### src/sdid_defines.svh
// offsets, field positions, reset values and codes of the digital input decoder
`ifndef SDID_DEFINES_SVH
`define SDID_DEFINES_SVH

// ****************************************************************
// register byte addresses
// ****************************************************************
`define SDID_ADDR_INPUT_STATUS 8'h00
`define SDID_ADDR_CONTROL      8'h04
`define SDID_ADDR_THRESHOLD    8'h08
`define SDID_ADDR_FSEL0        8'h0c
`define SDID_ADDR_FSEL1        8'h10
`define SDID_ADDR_FSEL2        8'h14
`define SDID_ADDR_CMD_STATUS   8'h18

// ****************************************************************
// control register fields
// ****************************************************************
`define SDID_CTL_MODE_LSB   0
`define SDID_CTL_MODE_W     3
`define SDID_CTL_DROOP_LSB  4
`define SDID_CTL_DROOP_W    2
`define SDID_CTL_MASK       32'h0000_0037
`define SDID_CTL_RST        32'h0000_0000
`define SDID_THR_MASK       32'h0000_ffff
`define SDID_THR_RST        32'h0000_0000

// control mode codes
`define SDID_MODE_PULSE     3'h0
`define SDID_MODE_SPEED     3'h1
`define SDID_MODE_TORQUE    3'h2
`define SDID_MODE_SPD_TRQ   3'h7

// ****************************************************************
// function selectors: one nibble per function, 4'hf = not assigned
// ****************************************************************
`define SDID_FSEL_UNASSIGNED 4'hf
`define SDID_FSEL0_RST      32'h785f_1032
`define SDID_FSEL1_RST      32'hffff_ffff
`define SDID_FSEL2_RST      32'h0096_ffff
`define SDID_FSEL2_MASK     32'h00ff_ffff

`define SDID_FN_SERVO       0
`define SDID_FN_ACK         1
`define SDID_FN_CWL         2
`define SDID_FN_CCW_TRAVEL_LIMIT        3
`define SDID_FN_GAIN        4
`define SDID_FN_PINH        5
`define SDID_FN_DROOP       6
`define SDID_FN_GEAR0       7
`define SDID_FN_GEAR1       8
`define SDID_FN_TL0         9
`define SDID_FN_TL1         10
`define SDID_FN_SL0         11
`define SDID_FN_SL1         12
`define SDID_FN_CWE         13
`define SDID_FN_CCW_ROTATION_ENABLE        14
`define SDID_FN_ZHOLD       15
`define SDID_FN_FIXED_SPEED_SEL_B0        16
`define SDID_FN_FIXED_SPEED_SEL_B1        17
`define SDID_FN_FIXED_SPEED_SEL_B2        18
`define SDID_FN_TSRC        19
`define SDID_FN_ESTOP       20
`define SDID_FN_CMODE       21
`define SDID_FN_COUNT       22

// AXI responses
`define SDID_RESP_OKAY      2'h0
`define SDID_RESP_SLVERR    2'h2

`endif

### src/sdid_pkg.sv
// types of the digital input decoder
package sdid_pkg;

  typedef enum logic [1:0] {
    SDID_ACT_PULSE,
    SDID_ACT_SPEED,
    SDID_ACT_TORQUE
  } sdid_act_mode_t;

  typedef struct packed {
    logic           power_on;
    logic           ramp_stop;
    logic           coast_stop;
    logic           quick_stop;
    logic           fault_ack;
    logic           gain_high;
    logic           pulse_inhibit;
    logic           droop_clear;
    logic [1:0]     droop_clear_mode;
    logic [1:0]     gear_ratio;
    logic [1:0]     torque_limit_sel;
    logic [1:0]     speed_limit_sel;
    logic           cw_enable;
    logic           cw_ramp_up;
    logic           ccw_enable;
    logic           ccw_ramp_up;
    logic           zero_clamp;
    logic [2:0]     speed_source;
    logic           torque_fixed;
    sdid_act_mode_t active_mode;
  } sdid_cmd_t;

endpackage

### src/sdid_decoder.sv
// digital input decoder: synchronisers, function mapping, command decode, AXI4-Lite slave
`timescale 1ns/1ps
`default_nettype none
`include "sdid_defines.svh"

// Summary of operation
// - full variant has inputs 0 to 9; reduced variant only inputs 2 to 7
// - every input readable; software maps each function to any input
// - servo-enable rising edge switches power stage on, converter ready
// - servo-enable falling edge: ramp stop, but coast stop in torque mode
// - fault-acknowledge rising edge resets pending faults in every mode
// - limits and emergency stop high permit running; limit fall or stop low quick-stops
// - gain-switch low selects factor 1/PI, high factor 2/P; position, speed
// - pulse-inhibit high blocks pulse setpoint, pulse position mode only
// - droop-clear high clears droop per configured mode, pulse mode only
// - two gear bits pick one of four gear ratios in position mode
// - two bits pick torque limit 0 to 3 in position and speed modes
// - two bits pick speed limit 0 to 3 in every mode
// - clockwise enable high runs with ramp up, low stops with ramp down
// - counterclockwise enable: high enables with ramp down, low ramps up
// - zero hold high with analog setpoint below threshold clamps in speed mode
// - three bits pick analog speed setpoint at 000, else fixed 1 to 7
// - torque source low picks analog, high picks fixed torque setpoint
// - mode switch low picks first configured mode, high the second
// - compound configuration: first mode speed, second mode torque
module sdid_decoder #(
  parameter int NUM_INPUTS   = 10,
  parameter bit FULL_VARIANT = 1'b1,
  parameter int SETPOINT_W   = 16
) (
  input  wire logic                  i_sys_clk,
  input  wire logic                  i_rstn,
  input  wire logic [NUM_INPUTS-1:0] i_din,
  input  wire logic [SETPOINT_W-1:0] i_analog_speed_mag,
  input  wire logic                  i_analog_speed_used,
  output var  sdid_pkg::sdid_cmd_t   o_cmd,
  input  wire logic [7:0]            s_axi_awaddr,
  input  wire logic                  s_axi_awvalid,
  output logic                       s_axi_awready,
  input  wire logic [31:0]           s_axi_wdata,
  input  wire logic [3:0]            s_axi_wstrb,
  input  wire logic                  s_axi_wvalid,
  output logic                       s_axi_wready,
  output logic [1:0]                 s_axi_bresp,
  output logic                       s_axi_bvalid,
  input  wire logic                  s_axi_bready,
  input  wire logic [7:0]            s_axi_araddr,
  input  wire logic                  s_axi_arvalid,
  output logic                       s_axi_arready,
  output logic [31:0]                s_axi_rdata,
  output logic [1:0]                 s_axi_rresp,
  output logic                       s_axi_rvalid,
  input  wire logic                  s_axi_rready
);

  // elaboration checks: the decode and status layout assume ten inputs
  if (NUM_INPUTS != 10)
    $error("sdid_decoder: NUM_INPUTS must be 10");
  if (SETPOINT_W < 1 || SETPOINT_W > 16)
    $error("sdid_decoder: SETPOINT_W must be 1 to 16");

  // ****************************************************************
  // functions
  // ****************************************************************
  // inputs present on this variant
  function automatic logic [NUM_INPUTS-1:0] present_mask();
    logic [NUM_INPUTS-1:0] m;
    m = '0;
    for (int k = 0; k < NUM_INPUTS; k++)
    begin
      if (FULL_VARIANT || (k >= 2 && k <= 7))
        m[k] = 1'b1;
    end
    return m;
  endfunction

  // level of the input mapped to a function; unmapped reads as its idle level
  function automatic logic pick(input logic [3:0] sel,
                                input logic [NUM_INPUTS-1:0] lvl,
                                input logic idle);
    logic r;
    logic [NUM_INPUTS-1:0] pm;
    r = idle;
    pm = present_mask();
    for (int k = 0; k < NUM_INPUTS; k++)
    begin
      if (sel == 4'(k) && pm[k])
        r = lvl[k];
    end
    return r;
  endfunction

  function automatic logic [31:0] merge(input logic [31:0] old,
                                        input logic [31:0] wd,
                                        input logic [3:0]  be,
                                        input logic [31:0] mask);
    logic [31:0] r;
    r = old;
    for (int b = 0; b < 4; b++)
    begin
      if (be[b])
        r[b*8 +: 8] = wd[b*8 +: 8];
    end
    return r & mask;
  endfunction

  function automatic logic addr_mapped(input logic [7:0] a);
    return a == `SDID_ADDR_INPUT_STATUS || a == `SDID_ADDR_CONTROL ||
           a == `SDID_ADDR_THRESHOLD || a == `SDID_ADDR_FSEL0 ||
           a == `SDID_ADDR_FSEL1 || a == `SDID_ADDR_FSEL2 ||
           a == `SDID_ADDR_CMD_STATUS;
  endfunction

  // ****************************************************************
  // input synchronisers
  // ****************************************************************
  logic [NUM_INPUTS-1:0] sync1_r;
  logic [NUM_INPUTS-1:0] sync2_r;
  logic [NUM_INPUTS-1:0] sync3_r;
  logic [NUM_INPUTS-1:0] din_r;
  logic [NUM_INPUTS-1:0] din_nxt;

  always_ff @(posedge i_sys_clk or negedge i_rstn)
  begin
    if (!i_rstn)
    begin
      sync1_r <= '0;
      sync2_r <= '0;
      sync3_r <= '0;
    end
    else
    begin
      sync1_r <= i_din;
      sync2_r <= sync1_r;
      sync3_r <= sync2_r;
    end
  end

  // a change counts only once stages two and three agree
  always_comb
  begin
    din_nxt = din_r;
    for (int k = 0; k < NUM_INPUTS; k++)
    begin
      if (sync2_r[k] == sync3_r[k])
        din_nxt[k] = sync2_r[k];
    end
    din_nxt = din_nxt & present_mask();
  end

  // starts low: limits and stop are held off until proven high
  always_ff @(posedge i_sys_clk or negedge i_rstn)
  begin
    if (!i_rstn)
      din_r <= '0;
    else
      din_r <= din_nxt;
  end

  // ****************************************************************
  // registers
  // ****************************************************************
  logic [31:0] ctl_r;
  logic [31:0] thr_r;
  logic [95:0] fsel_r;

  logic wr_go;
  logic rd_go;
  logic [1:0] bresp_r;
  logic bvalid_r;
  logic [31:0] rdata_r;
  logic [1:0] rresp_r;
  logic rvalid_r;
  logic [31:0] rd_val;

  assign wr_go = s_axi_awvalid && s_axi_wvalid && !bvalid_r;
  assign rd_go = s_axi_arvalid && !rvalid_r;
  assign s_axi_awready = wr_go;
  assign s_axi_wready = wr_go;
  assign s_axi_arready = rd_go;
  assign s_axi_bresp = bresp_r;
  assign s_axi_bvalid = bvalid_r;
  assign s_axi_rdata = rdata_r;
  assign s_axi_rresp = rresp_r;
  assign s_axi_rvalid = rvalid_r;

  always_ff @(posedge i_sys_clk or negedge i_rstn)
  begin
    if (!i_rstn)
    begin
      ctl_r <= `SDID_CTL_RST;
      thr_r <= `SDID_THR_RST;
      fsel_r <= {`SDID_FSEL2_RST, `SDID_FSEL1_RST, `SDID_FSEL0_RST};
    end
    else if (wr_go)
    begin
      unique case (s_axi_awaddr)
        `SDID_ADDR_CONTROL:
          ctl_r <= merge(ctl_r, s_axi_wdata, s_axi_wstrb, `SDID_CTL_MASK);
        `SDID_ADDR_THRESHOLD:
          thr_r <= merge(thr_r, s_axi_wdata, s_axi_wstrb, `SDID_THR_MASK);
        `SDID_ADDR_FSEL0:
          fsel_r[31:0] <= merge(fsel_r[31:0], s_axi_wdata, s_axi_wstrb, 32'hffff_ffff);
        `SDID_ADDR_FSEL1:
          fsel_r[63:32] <= merge(fsel_r[63:32], s_axi_wdata, s_axi_wstrb, 32'hffff_ffff);
        `SDID_ADDR_FSEL2:
          fsel_r[95:64] <= merge(fsel_r[95:64], s_axi_wdata, s_axi_wstrb, `SDID_FSEL2_MASK);
        default:
        begin
        end
      endcase
    end
  end

  always_ff @(posedge i_sys_clk or negedge i_rstn)
  begin
    if (!i_rstn)
    begin
      bvalid_r <= 1'b0;
      bresp_r <= `SDID_RESP_OKAY;
    end
    else if (wr_go)
    begin
      bvalid_r <= 1'b1;
      // status registers are read-only
      bresp_r <= (addr_mapped(s_axi_awaddr) && s_axi_awaddr != `SDID_ADDR_INPUT_STATUS &&
                  s_axi_awaddr != `SDID_ADDR_CMD_STATUS) ? `SDID_RESP_OKAY : `SDID_RESP_SLVERR;
    end
    else if (s_axi_bready)
      bvalid_r <= 1'b0;
  end

  always_comb
  begin
    rd_val = 32'h0000_0000;
    unique case (s_axi_araddr)
      `SDID_ADDR_INPUT_STATUS:
        rd_val = {14'h0000, 6'h00, 2'(o_cmd.active_mode), 10'(din_r)};
      `SDID_ADDR_CONTROL:
        rd_val = ctl_r;
      `SDID_ADDR_THRESHOLD:
        rd_val = thr_r;
      `SDID_ADDR_FSEL0:
        rd_val = fsel_r[31:0];
      `SDID_ADDR_FSEL1:
        rd_val = fsel_r[63:32];
      `SDID_ADDR_FSEL2:
        rd_val = fsel_r[95:64];
      `SDID_ADDR_CMD_STATUS:
        rd_val = 32'(o_cmd);
      default:
        rd_val = 32'h0000_0000;
    endcase
  end

  always_ff @(posedge i_sys_clk or negedge i_rstn)
  begin
    if (!i_rstn)
    begin
      rvalid_r <= 1'b0;
      rdata_r <= 32'h0000_0000;
      rresp_r <= `SDID_RESP_OKAY;
    end
    else if (rd_go)
    begin
      rvalid_r <= 1'b1;
      rdata_r <= rd_val;
      rresp_r <= addr_mapped(s_axi_araddr) ? `SDID_RESP_OKAY : `SDID_RESP_SLVERR;
    end
    else if (s_axi_rready)
      rvalid_r <= 1'b0;
  end

  // ****************************************************************
  // function levels and edges
  // ****************************************************************
  logic [`SDID_FN_COUNT-1:0] fn_idle;
  logic [`SDID_FN_COUNT-1:0] fn_lvl;
  logic [`SDID_FN_COUNT-1:0] fn_prev_r;
  logic [`SDID_FN_COUNT-1:0] fn_rise;
  logic [`SDID_FN_COUNT-1:0] fn_fall;

  // limits and stop idle high so an unmapped one never blocks running
  always_comb
  begin
    fn_idle = '0;
    fn_idle[`SDID_FN_CWL] = 1'b1;
    fn_idle[`SDID_FN_CCW_TRAVEL_LIMIT] = 1'b1;
    fn_idle[`SDID_FN_ESTOP] = 1'b1;
    for (int f = 0; f < `SDID_FN_COUNT; f++)
      fn_lvl[f] = pick(fsel_r[f*4 +: 4], din_r, fn_idle[f]);
  end

  always_ff @(posedge i_sys_clk or negedge i_rstn)
  begin
    if (!i_rstn)
      fn_prev_r <= {`SDID_FN_COUNT{1'b0}};
    else
      fn_prev_r <= fn_lvl;
  end

  assign fn_rise = fn_lvl & ~fn_prev_r;
  assign fn_fall = ~fn_lvl & fn_prev_r;

  // ****************************************************************
  // active control mode
  // ****************************************************************
  sdid_pkg::sdid_act_mode_t mode;
  logic pos_m;
  logic spd_m;
  logic trq_m;

  always_comb
  begin
    unique case (ctl_r[`SDID_CTL_MODE_LSB +: `SDID_CTL_MODE_W])
      `SDID_MODE_SPEED:
        mode = sdid_pkg::SDID_ACT_SPEED;
      `SDID_MODE_TORQUE:
        mode = sdid_pkg::SDID_ACT_TORQUE;
      `SDID_MODE_SPD_TRQ:
        mode = fn_lvl[`SDID_FN_CMODE] ? sdid_pkg::SDID_ACT_TORQUE
                                      : sdid_pkg::SDID_ACT_SPEED;
      default:
        mode = sdid_pkg::SDID_ACT_PULSE;
    endcase
  end

  assign pos_m = (mode == sdid_pkg::SDID_ACT_PULSE);
  assign spd_m = (mode == sdid_pkg::SDID_ACT_SPEED);
  assign trq_m = (mode == sdid_pkg::SDID_ACT_TORQUE);

  // ****************************************************************
  // run and stop state
  // ****************************************************************
  logic run_r;
  logic ramp_r;
  logic coast_r;
  logic qstop_r;
  logic permit;
  logic qstop_set;

  assign permit = fn_lvl[`SDID_FN_CWL] && fn_lvl[`SDID_FN_CCW_TRAVEL_LIMIT] && fn_lvl[`SDID_FN_ESTOP];
  assign qstop_set = fn_fall[`SDID_FN_CWL] || fn_fall[`SDID_FN_CCW_TRAVEL_LIMIT] ||
                     !fn_lvl[`SDID_FN_ESTOP];

  always_ff @(posedge i_sys_clk or negedge i_rstn)
  begin
    if (!i_rstn)
      run_r <= 1'b0;
    else if (fn_rise[`SDID_FN_SERVO])
      run_r <= 1'b1;
    else if (fn_fall[`SDID_FN_SERVO])
      run_r <= 1'b0;
  end

  always_ff @(posedge i_sys_clk or negedge i_rstn)
  begin
    if (!i_rstn)
    begin
      ramp_r <= 1'b0;
      coast_r <= 1'b0;
    end
    else if (fn_fall[`SDID_FN_SERVO])
    begin
      ramp_r <= !trq_m;
      coast_r <= trq_m;
    end
    else if (fn_rise[`SDID_FN_SERVO])
    begin
      ramp_r <= 1'b0;
      coast_r <= 1'b0;
    end
  end

  // a new stop cause wins over an acknowledge in the same cycle
  always_ff @(posedge i_sys_clk or negedge i_rstn)
  begin
    if (!i_rstn)
      qstop_r <= 1'b0;
    else if (qstop_set)
      qstop_r <= 1'b1;
    else if (fn_rise[`SDID_FN_ACK] && permit)
      qstop_r <= 1'b0;
  end

  // ****************************************************************
  // command outputs
  // ****************************************************************
  sdid_pkg::sdid_cmd_t cmd_nxt;
  logic below_thr;

  assign below_thr = i_analog_speed_used &&
                     (16'(i_analog_speed_mag) < thr_r[15:0]);

  always_comb
  begin
    cmd_nxt = '0;
    cmd_nxt.power_on = run_r && permit && !qstop_r;
    cmd_nxt.ramp_stop = ramp_r;
    cmd_nxt.coast_stop = coast_r;
    cmd_nxt.quick_stop = qstop_r || !permit;
    cmd_nxt.fault_ack = fn_rise[`SDID_FN_ACK];
    cmd_nxt.gain_high = (pos_m || spd_m) && fn_lvl[`SDID_FN_GAIN];
    cmd_nxt.pulse_inhibit = pos_m && fn_lvl[`SDID_FN_PINH];
    cmd_nxt.droop_clear = pos_m && fn_lvl[`SDID_FN_DROOP];
    cmd_nxt.droop_clear_mode = ctl_r[`SDID_CTL_DROOP_LSB +: `SDID_CTL_DROOP_W];
    if (pos_m)
      cmd_nxt.gear_ratio = {fn_lvl[`SDID_FN_GEAR1], fn_lvl[`SDID_FN_GEAR0]};
    if (pos_m || spd_m)
      cmd_nxt.torque_limit_sel = {fn_lvl[`SDID_FN_TL1], fn_lvl[`SDID_FN_TL0]};
    cmd_nxt.speed_limit_sel = {fn_lvl[`SDID_FN_SL1], fn_lvl[`SDID_FN_SL0]};
    if (spd_m || trq_m)
    begin
      cmd_nxt.cw_enable = fn_lvl[`SDID_FN_CWE];
      cmd_nxt.cw_ramp_up = fn_lvl[`SDID_FN_CWE];
      cmd_nxt.ccw_enable = fn_lvl[`SDID_FN_CCW_ROTATION_ENABLE];
      cmd_nxt.ccw_ramp_up = !fn_lvl[`SDID_FN_CCW_ROTATION_ENABLE];
    end
    cmd_nxt.zero_clamp = spd_m && fn_lvl[`SDID_FN_ZHOLD] && below_thr;
    if (spd_m)
      cmd_nxt.speed_source = {fn_lvl[`SDID_FN_FIXED_SPEED_SEL_B2], fn_lvl[`SDID_FN_FIXED_SPEED_SEL_B1],
                              fn_lvl[`SDID_FN_FIXED_SPEED_SEL_B0]};
    cmd_nxt.torque_fixed = trq_m && fn_lvl[`SDID_FN_TSRC];
    cmd_nxt.active_mode = mode;
  end

  always_ff @(posedge i_sys_clk or negedge i_rstn)
  begin
    if (!i_rstn)
      o_cmd <= '0;
    else
      o_cmd <= cmd_nxt;
  end

endmodule

`default_nettype wire

### config.mk
export PLATFORM = sky130hd
export DESIGN_NAME = sdid_decoder
export DESIGN_NICKNAME = d
export VERILOG_FILES = /design/src/sdid_pkg.sv /design/src/sdid_decoder.sv
export VERILOG_INCLUDE_DIRS = /design/src
export SDC_FILE = /design/constraint.sdc
export NUM_CORES = 1
export LEC_CHECK = 0
export ABC_CLOCK_PERIOD_IN_PS = 2230
export BUFFER_PORTS_ARGS = -buffer_cell sky130_fd_sc_hd__clkbuf_2
export CAP_MARGIN = 40
export CORE_MARGIN = 2
export CORE_UTILIZATION = 40
export CTS_BUF_LIST = sky130_fd_sc_hd__clkbuf_2 sky130_fd_sc_hd__clkbuf_4 sky130_fd_sc_hd__clkbuf_8
export DETAILED_ROUTE_END_ITERATION = 10
export PLACE_DENSITY = 0.62
export SLEW_MARGIN = 20
export SYNTH_ARGS = -nofsm -noshare
export SYNTH_HDL_FRONTEND = slang
export SYNTH_SLANG_ARGS = --single-unit
### constraint.sdc
create_clock -name i_sys_clk -period 2.23 [get_ports i_sys_clk]
set_input_delay 0.1115 -clock i_sys_clk [delete_from_list [all_inputs] [get_ports i_sys_clk]]
set_output_delay 0.1115 -clock i_sys_clk [all_outputs]
set_load 0.02 [all_outputs]
Word-level counts from Yosys, hierarchy flattened
Cells that the tools add are included.

Bits in registers: 222. Bits of input ports: 86. Output and inout bits: 68. Logic and storage cells: 613.

$lt $le $gt $ge: 1. Equal/unequal tests: 226. Mux-type cells: 240. Bitwise gates (word level): 4. Reduce and logical (&&, ||, !) cells: 85.

Operators by type and width (number): $eq 4x3->1 const B (88); $mux 1 (231); $pmux 32 s7 (1); $eq 4x2->1 const B (44); $eq 4x4->1 const B (44); $eq 4x1->1 const B (22); $logic_not 4->1 (22); $eq 8x5->1 const B (6); $reduce_and 3->1 (14); $eq 8x4->1 const B (4); $logic_and 1x1->1 (17); $logic_or 1x1->1 (17); $eq 8x3->1 const B (2); $logic_not 8->1 (2); $lt 16x16->1 (1); $eq 1x1->1 (10); $mux 2 (5); $ne 8x5->1 const B (1); $reduce_bool 2->1 (4); $reduce_bool 8->1 (1); $logic_not 1->1 (7); $pmux 2 s3 (1); $and 4x4->4 (1); $mux 4 (1); 10 further kinds (10).

Depth between registers and ports, before layout
Depth in word-level cells: 16. Gate-level depth with buffers: 9. Mapped depth without buffers: 9.

Least setup slack after synthesis
Ideal clock, no wire load.

Path kind: register -> register. Start: register bvalid_r (netlist: s_axi_bvalid). End: register ctl_r[0]. Library setup time: 125 ps. Data arrival time: 2120 ps. Required time: 2105 ps. Path slack: -15 ps. Cell stages (with the launch flop): 5. Path buffers: 0. Period minus slack after synthesis: 2245 ps. Path through: dfrtp_1 > nor2_2 > nand2_1 > nor4_4 > mux2_2.

Word-level cells in the longest chain between the ends: 3.

RTL lines: start, declared (line sdid_decoder.sv:170) `logic bvalid_r;`; start signal, assigned (line sdid_decoder.sv:219) `bvalid_r <= 1'b0;`; start signal, assigned (line sdid_decoder.sv:224) `bvalid_r <= 1'b1;`; start signal, assigned (line sdid_decoder.sv:230) `bvalid_r <= 1'b0;`; $logic_not 1->1 (line sdid_decoder.sv:176) `assign wr_go = s_axi_awvalid && s_axi_wvalid && !bvalid_r;`; $logic_and 1x1->1 (line sdid_decoder.sv:176); via s_axi_awready (line sdid_decoder.sv:39) `output logic s_axi_awready,`; $reduce_and 3->1 (no line); end signal, assigned (line sdid_decoder.sv:191) `` ctl_r <= `SDID_CTL_RST; ``; end signal, assigned (line sdid_decoder.sv:199) `` ctl_r <= merge(ctl_r, s_axi_wdata, s_axi_wstrb, `SDID_CTL_MASK); ``; end, declared (line sdid_decoder.sv:163) `logic [31:0] ctl_r;`.

The timed path passes the listed nets, and every way through them passes these cells. A chain may end at the register's enable or synchronous reset.

==> metrics.md <==
| Metric | Value |
|---|---|
| Die height | 173 microns |
| Area Overhead vs Synth | 25.3% |
| Routed WL | 33,100 microns |
| Cell row count | 61 |
| Tightest Pin Transition | 0.747 ns |
| Setup ws final | 0.0287 ns |
| Fraction of layout cells with a size suffix above 1 | 42.5% |
| Reg clk slew, reported paths | 0.06 ns |
| Status | complete, no violations |
| Fmax | 454 MHz |
| Ant diodes | 0 |
| Final period util | 98.7% |
| Post-route ant nets | 0 |
| Initial DRC count | 654 |
| Worst-skew pair later-pin latency | 0.54 ns |
| Die X | 173 microns |
| Main synth FF type | dfrtp_1 |
| Initial antenna violation count | 1 |
| Max_cap viols | 0 |
| Mapped Area | 0.0114 sq mm |
| TritonRoute pass-1 iters | 5 |
| CTS tree | yes |
| Synth Register Bits | 219 |
| RSZ-0062 raised after global routing | yes |
| Final min period | 2.20 ns |
| Wirelength per Cell | 20.8 microns |
| GPL Wtd Cong | 0.902 |
| Worst setup EP type | flop |
| Crit path largest cell delay | 0.56 ns |
| Sequential share of the synthesized area | 48.9% |
| Post-Syn Instances | 945 |
| Total GRT Usage | 22.5% |
| Synth warnings | 0 |
| Setup Crit Path Kind | reg -> reg |
| Clk_skew | 0.0313 ns |
| Cell Chain, Critical Path | mux4_2 > nand2b_1 > nand2_1 > o21ai_1 > and3_1 > o21a_1 > ha_4 > nand4_1 > nor4_2 |
| First-pass GRT wire length | 52,100 microns |
| Avg Cell Area, Syn | 12.0 sq um |
| Critical Path AT | 2.64 ns |
| Yosys cell types | 64 |
| EDFF count, synth | 0 |
| Top Ports | 154 |
| Hold/Removal Path Class | in -> reg |
| Maximum number of pins on one net before global-route repair | 69 |
| Critical-path maximum fanout | 3 |
| HPWL Detailed | 24,700 microns |
| Final hold viol count | 0 |
| Buffers on Ports | 151 |
| CP Launch Type | flop |
| Drt drc | 0 |
| Via-per-instance ratio | 5.45 |
| CTS Sinks | 219 |
| Core Area | 0.0279 sq mm |
| Max-Slew Margin vs Limit | 49.8% |
| Lkg Pwr | 6.31 nW |
| CTS Buf Count | 38 |
| Post-layout nets | 1,292 |
| Vias in the first global route | 8,703 |
| Worst VDD drop | 0.469 mV |
| Total power per unit cell area | 650 mW/mm^2 |
| Longest Clk Path Bufs | 3 |
| Slowest CP cell | dfstp_2 |
| Fin. max-slew vios | 0 |
| Clock root buffer | clkbuf_8 |
| H-tree depth | 2 |
| Grt total ovfl | 0 |
| Endpoints failing setup | 0 |
| Die footprint | 0.0298 sq mm |
| CP Data Required Time | 2.67 ns |
| Hold WS | 0.0385 ns |
| Ys async rst share | 100% |
| Via Count | 8,682 |
| Post-Place Worst Slack | -0.0681 ns |
| Starting Density | 40.8% |
repair_timing:
item / in CTS / in global routing
setup endpoints to repair: 1 / 12
endpoints found under the hold margin: 219 / 0
setup buffers: 0 / 2
hold buffers: 48 / 0
pin swaps: 1 / 3
resized for setup: 3 / 11
final timing paths:
check / startpoint / endpoint / slack [ns] / cells after the start
worst min-delay path: s_axi_wstrb[0] / thr_r[3]$_DFFE_PN0P_ / 0.04 / 3
worst min register to register: sync1_r[4]$_DFF_PN0_ / sync2_r[4]$_DFF_PN0_ / 0.35 / 0
worst max register to register: fsel_r[84]$_DFFE_PN1P_ / o_cmd[6]$_DFF_PN0_ / 0.03 / 9
worst max-delay path: fsel_r[84]$_DFFE_PN1P_ / o_cmd[6]$_DFF_PN0_ / 0.03 / 9
max in group asynchronous: i_rstn / fsel_r[33]$_DFFE_PN1P_ / 1.32 / 3
min in group asynchronous: i_rstn / thr_r[13]$_DFFE_PN0P_ / 0.14 / 2
placed cells by master, fill, tap and decap left out, types with 6 or more instances in the layout:
cell type        n
dfstp_2         66
mux2_2         109
o21a_1           7
o21ai_0         58
dlygate4sd3_1   48
nor3_1          17
inv_1           28
a21oi_1         34
nor2_1          52
a221oi_1        13
dfrtp_1        153
mux2i_1         73
nor2b_1         17
ha_1            17
clkbuf_8        47
buf_4           47
clkbuf_2       150
a31oi_1         12
maj3_1          10
nand2_1         68
mux4_2          35
clkbuf_4        16
a22oi_1         23
buf_12           6
power breakdown:
part | leakage, nW | internal (mW) | switching, mW
Clock | 0.441 | 2.28 | 1.61
Sequential | 2.66 | 4.11 | 0.116
Combinational | 3.21 | 0.496 | 0.650
Total | 6.31 | 6.89 | 2.37
state kept, by name, indices dropped and copies added (netlist names), 4 cells and up:
signal	cells
fsel_r	88
din_r	10
sync3_r	10
fn_prev_r	4
s_axi_rdata	32
thr_r	16
sync2_r	10
o_cmd	26
ctl_r	5
sync1_r	10
logic make-up (layout without fill, tap and decap cells):
logic type	count (synthesis)	after routing	share of synthesized area [%]
AO/OA/AOI/OAI	184	184	10.3
adder cells (fa/ha/maj)	30	30	3.08
buffers and inverters	85	354	3.04
flip-flops	219	219	48.9
multiplexers	219	219	24.4
other	1	2	0.0330
AND/OR/NAND/NOR	207	207	10.3
stage by stage:
step / power (mW) / utilization, % / setup TNS, ns / area, sq um / instances
after global placement: 5.34 / 46.2 / 0 / 12900 / 1473
after detailed placement: 5.36 / 46.2 / -0.0681 / 12900 / 1474
after global routing: 9.69 / 51.1 / -0.203 / 14200 / 1593
after CTS: 9.39 / 50.9 / -0.0123 / 14200 / 1591
final: 9.27 / 51.1 / 0 / 14200 / 1593
after floorplan: 4.83 / - / 0 / 11400 / 946
worst max-delay path: cells and delay by family, from the launching register on:
family / cells / cell delay (ns)
mux: 1 / 0.50
compound gates: 2 / 0.29
flops: 1 / 0.56
simple gates: 5 / 0.61
fa+ha+maj: 1 / 0.17
cell usage after synthesis (all sizes together), types with 3 or more instances:
library cell  instances  area (sq um)
dfrtp               153          3830
mux2                111          1250
mux2i                73           731
nand2                68           255
dfstp                66          1730
nor2                 65           360
o21ai                61           305
clkbuf               40           150
a21oi                35           175
mux4                 35           788
inv                  29           109
a22oi                23           173
ha                   20           250
nor2b                18           113
nor3                 17          85.1
buf                  15          82.6
a221oi               13           114
a31oi                12          75.1
maj3                 10           100
o21a                  7          52.6
nand3                 6          67.6
a211oi                5          37.5
a21o                  5          37.5
nand2b                5          31.3
nand3b                4          30.0
nor4                  4          40.0
and2                  3          18.8
and3                  3          18.8
nand4                 3          18.8
nand4b                3          56.3
o31ai                 3          22.5
o32a                  3          30.0
layer usage:
metal	up-vias	track usage [%]	share of wire, %
li1	3966	-	-
met1	4314	31.2	44
met2	326	34.2	45
met3	76	4.88	6.9
met4	0	9.72	3.9
met5	-	0	0
cell type report:
type	instances	area (sq um)
multi-input combinational	642	5520
tap	378	473
sequential	219	5560
inverter	30	113
fill	2493	13600
clock buffer	63	767
timing repair buffer	255	1760
clock inverter	6	57.6
Note: power is estimated with default switching activity, not from simulation.
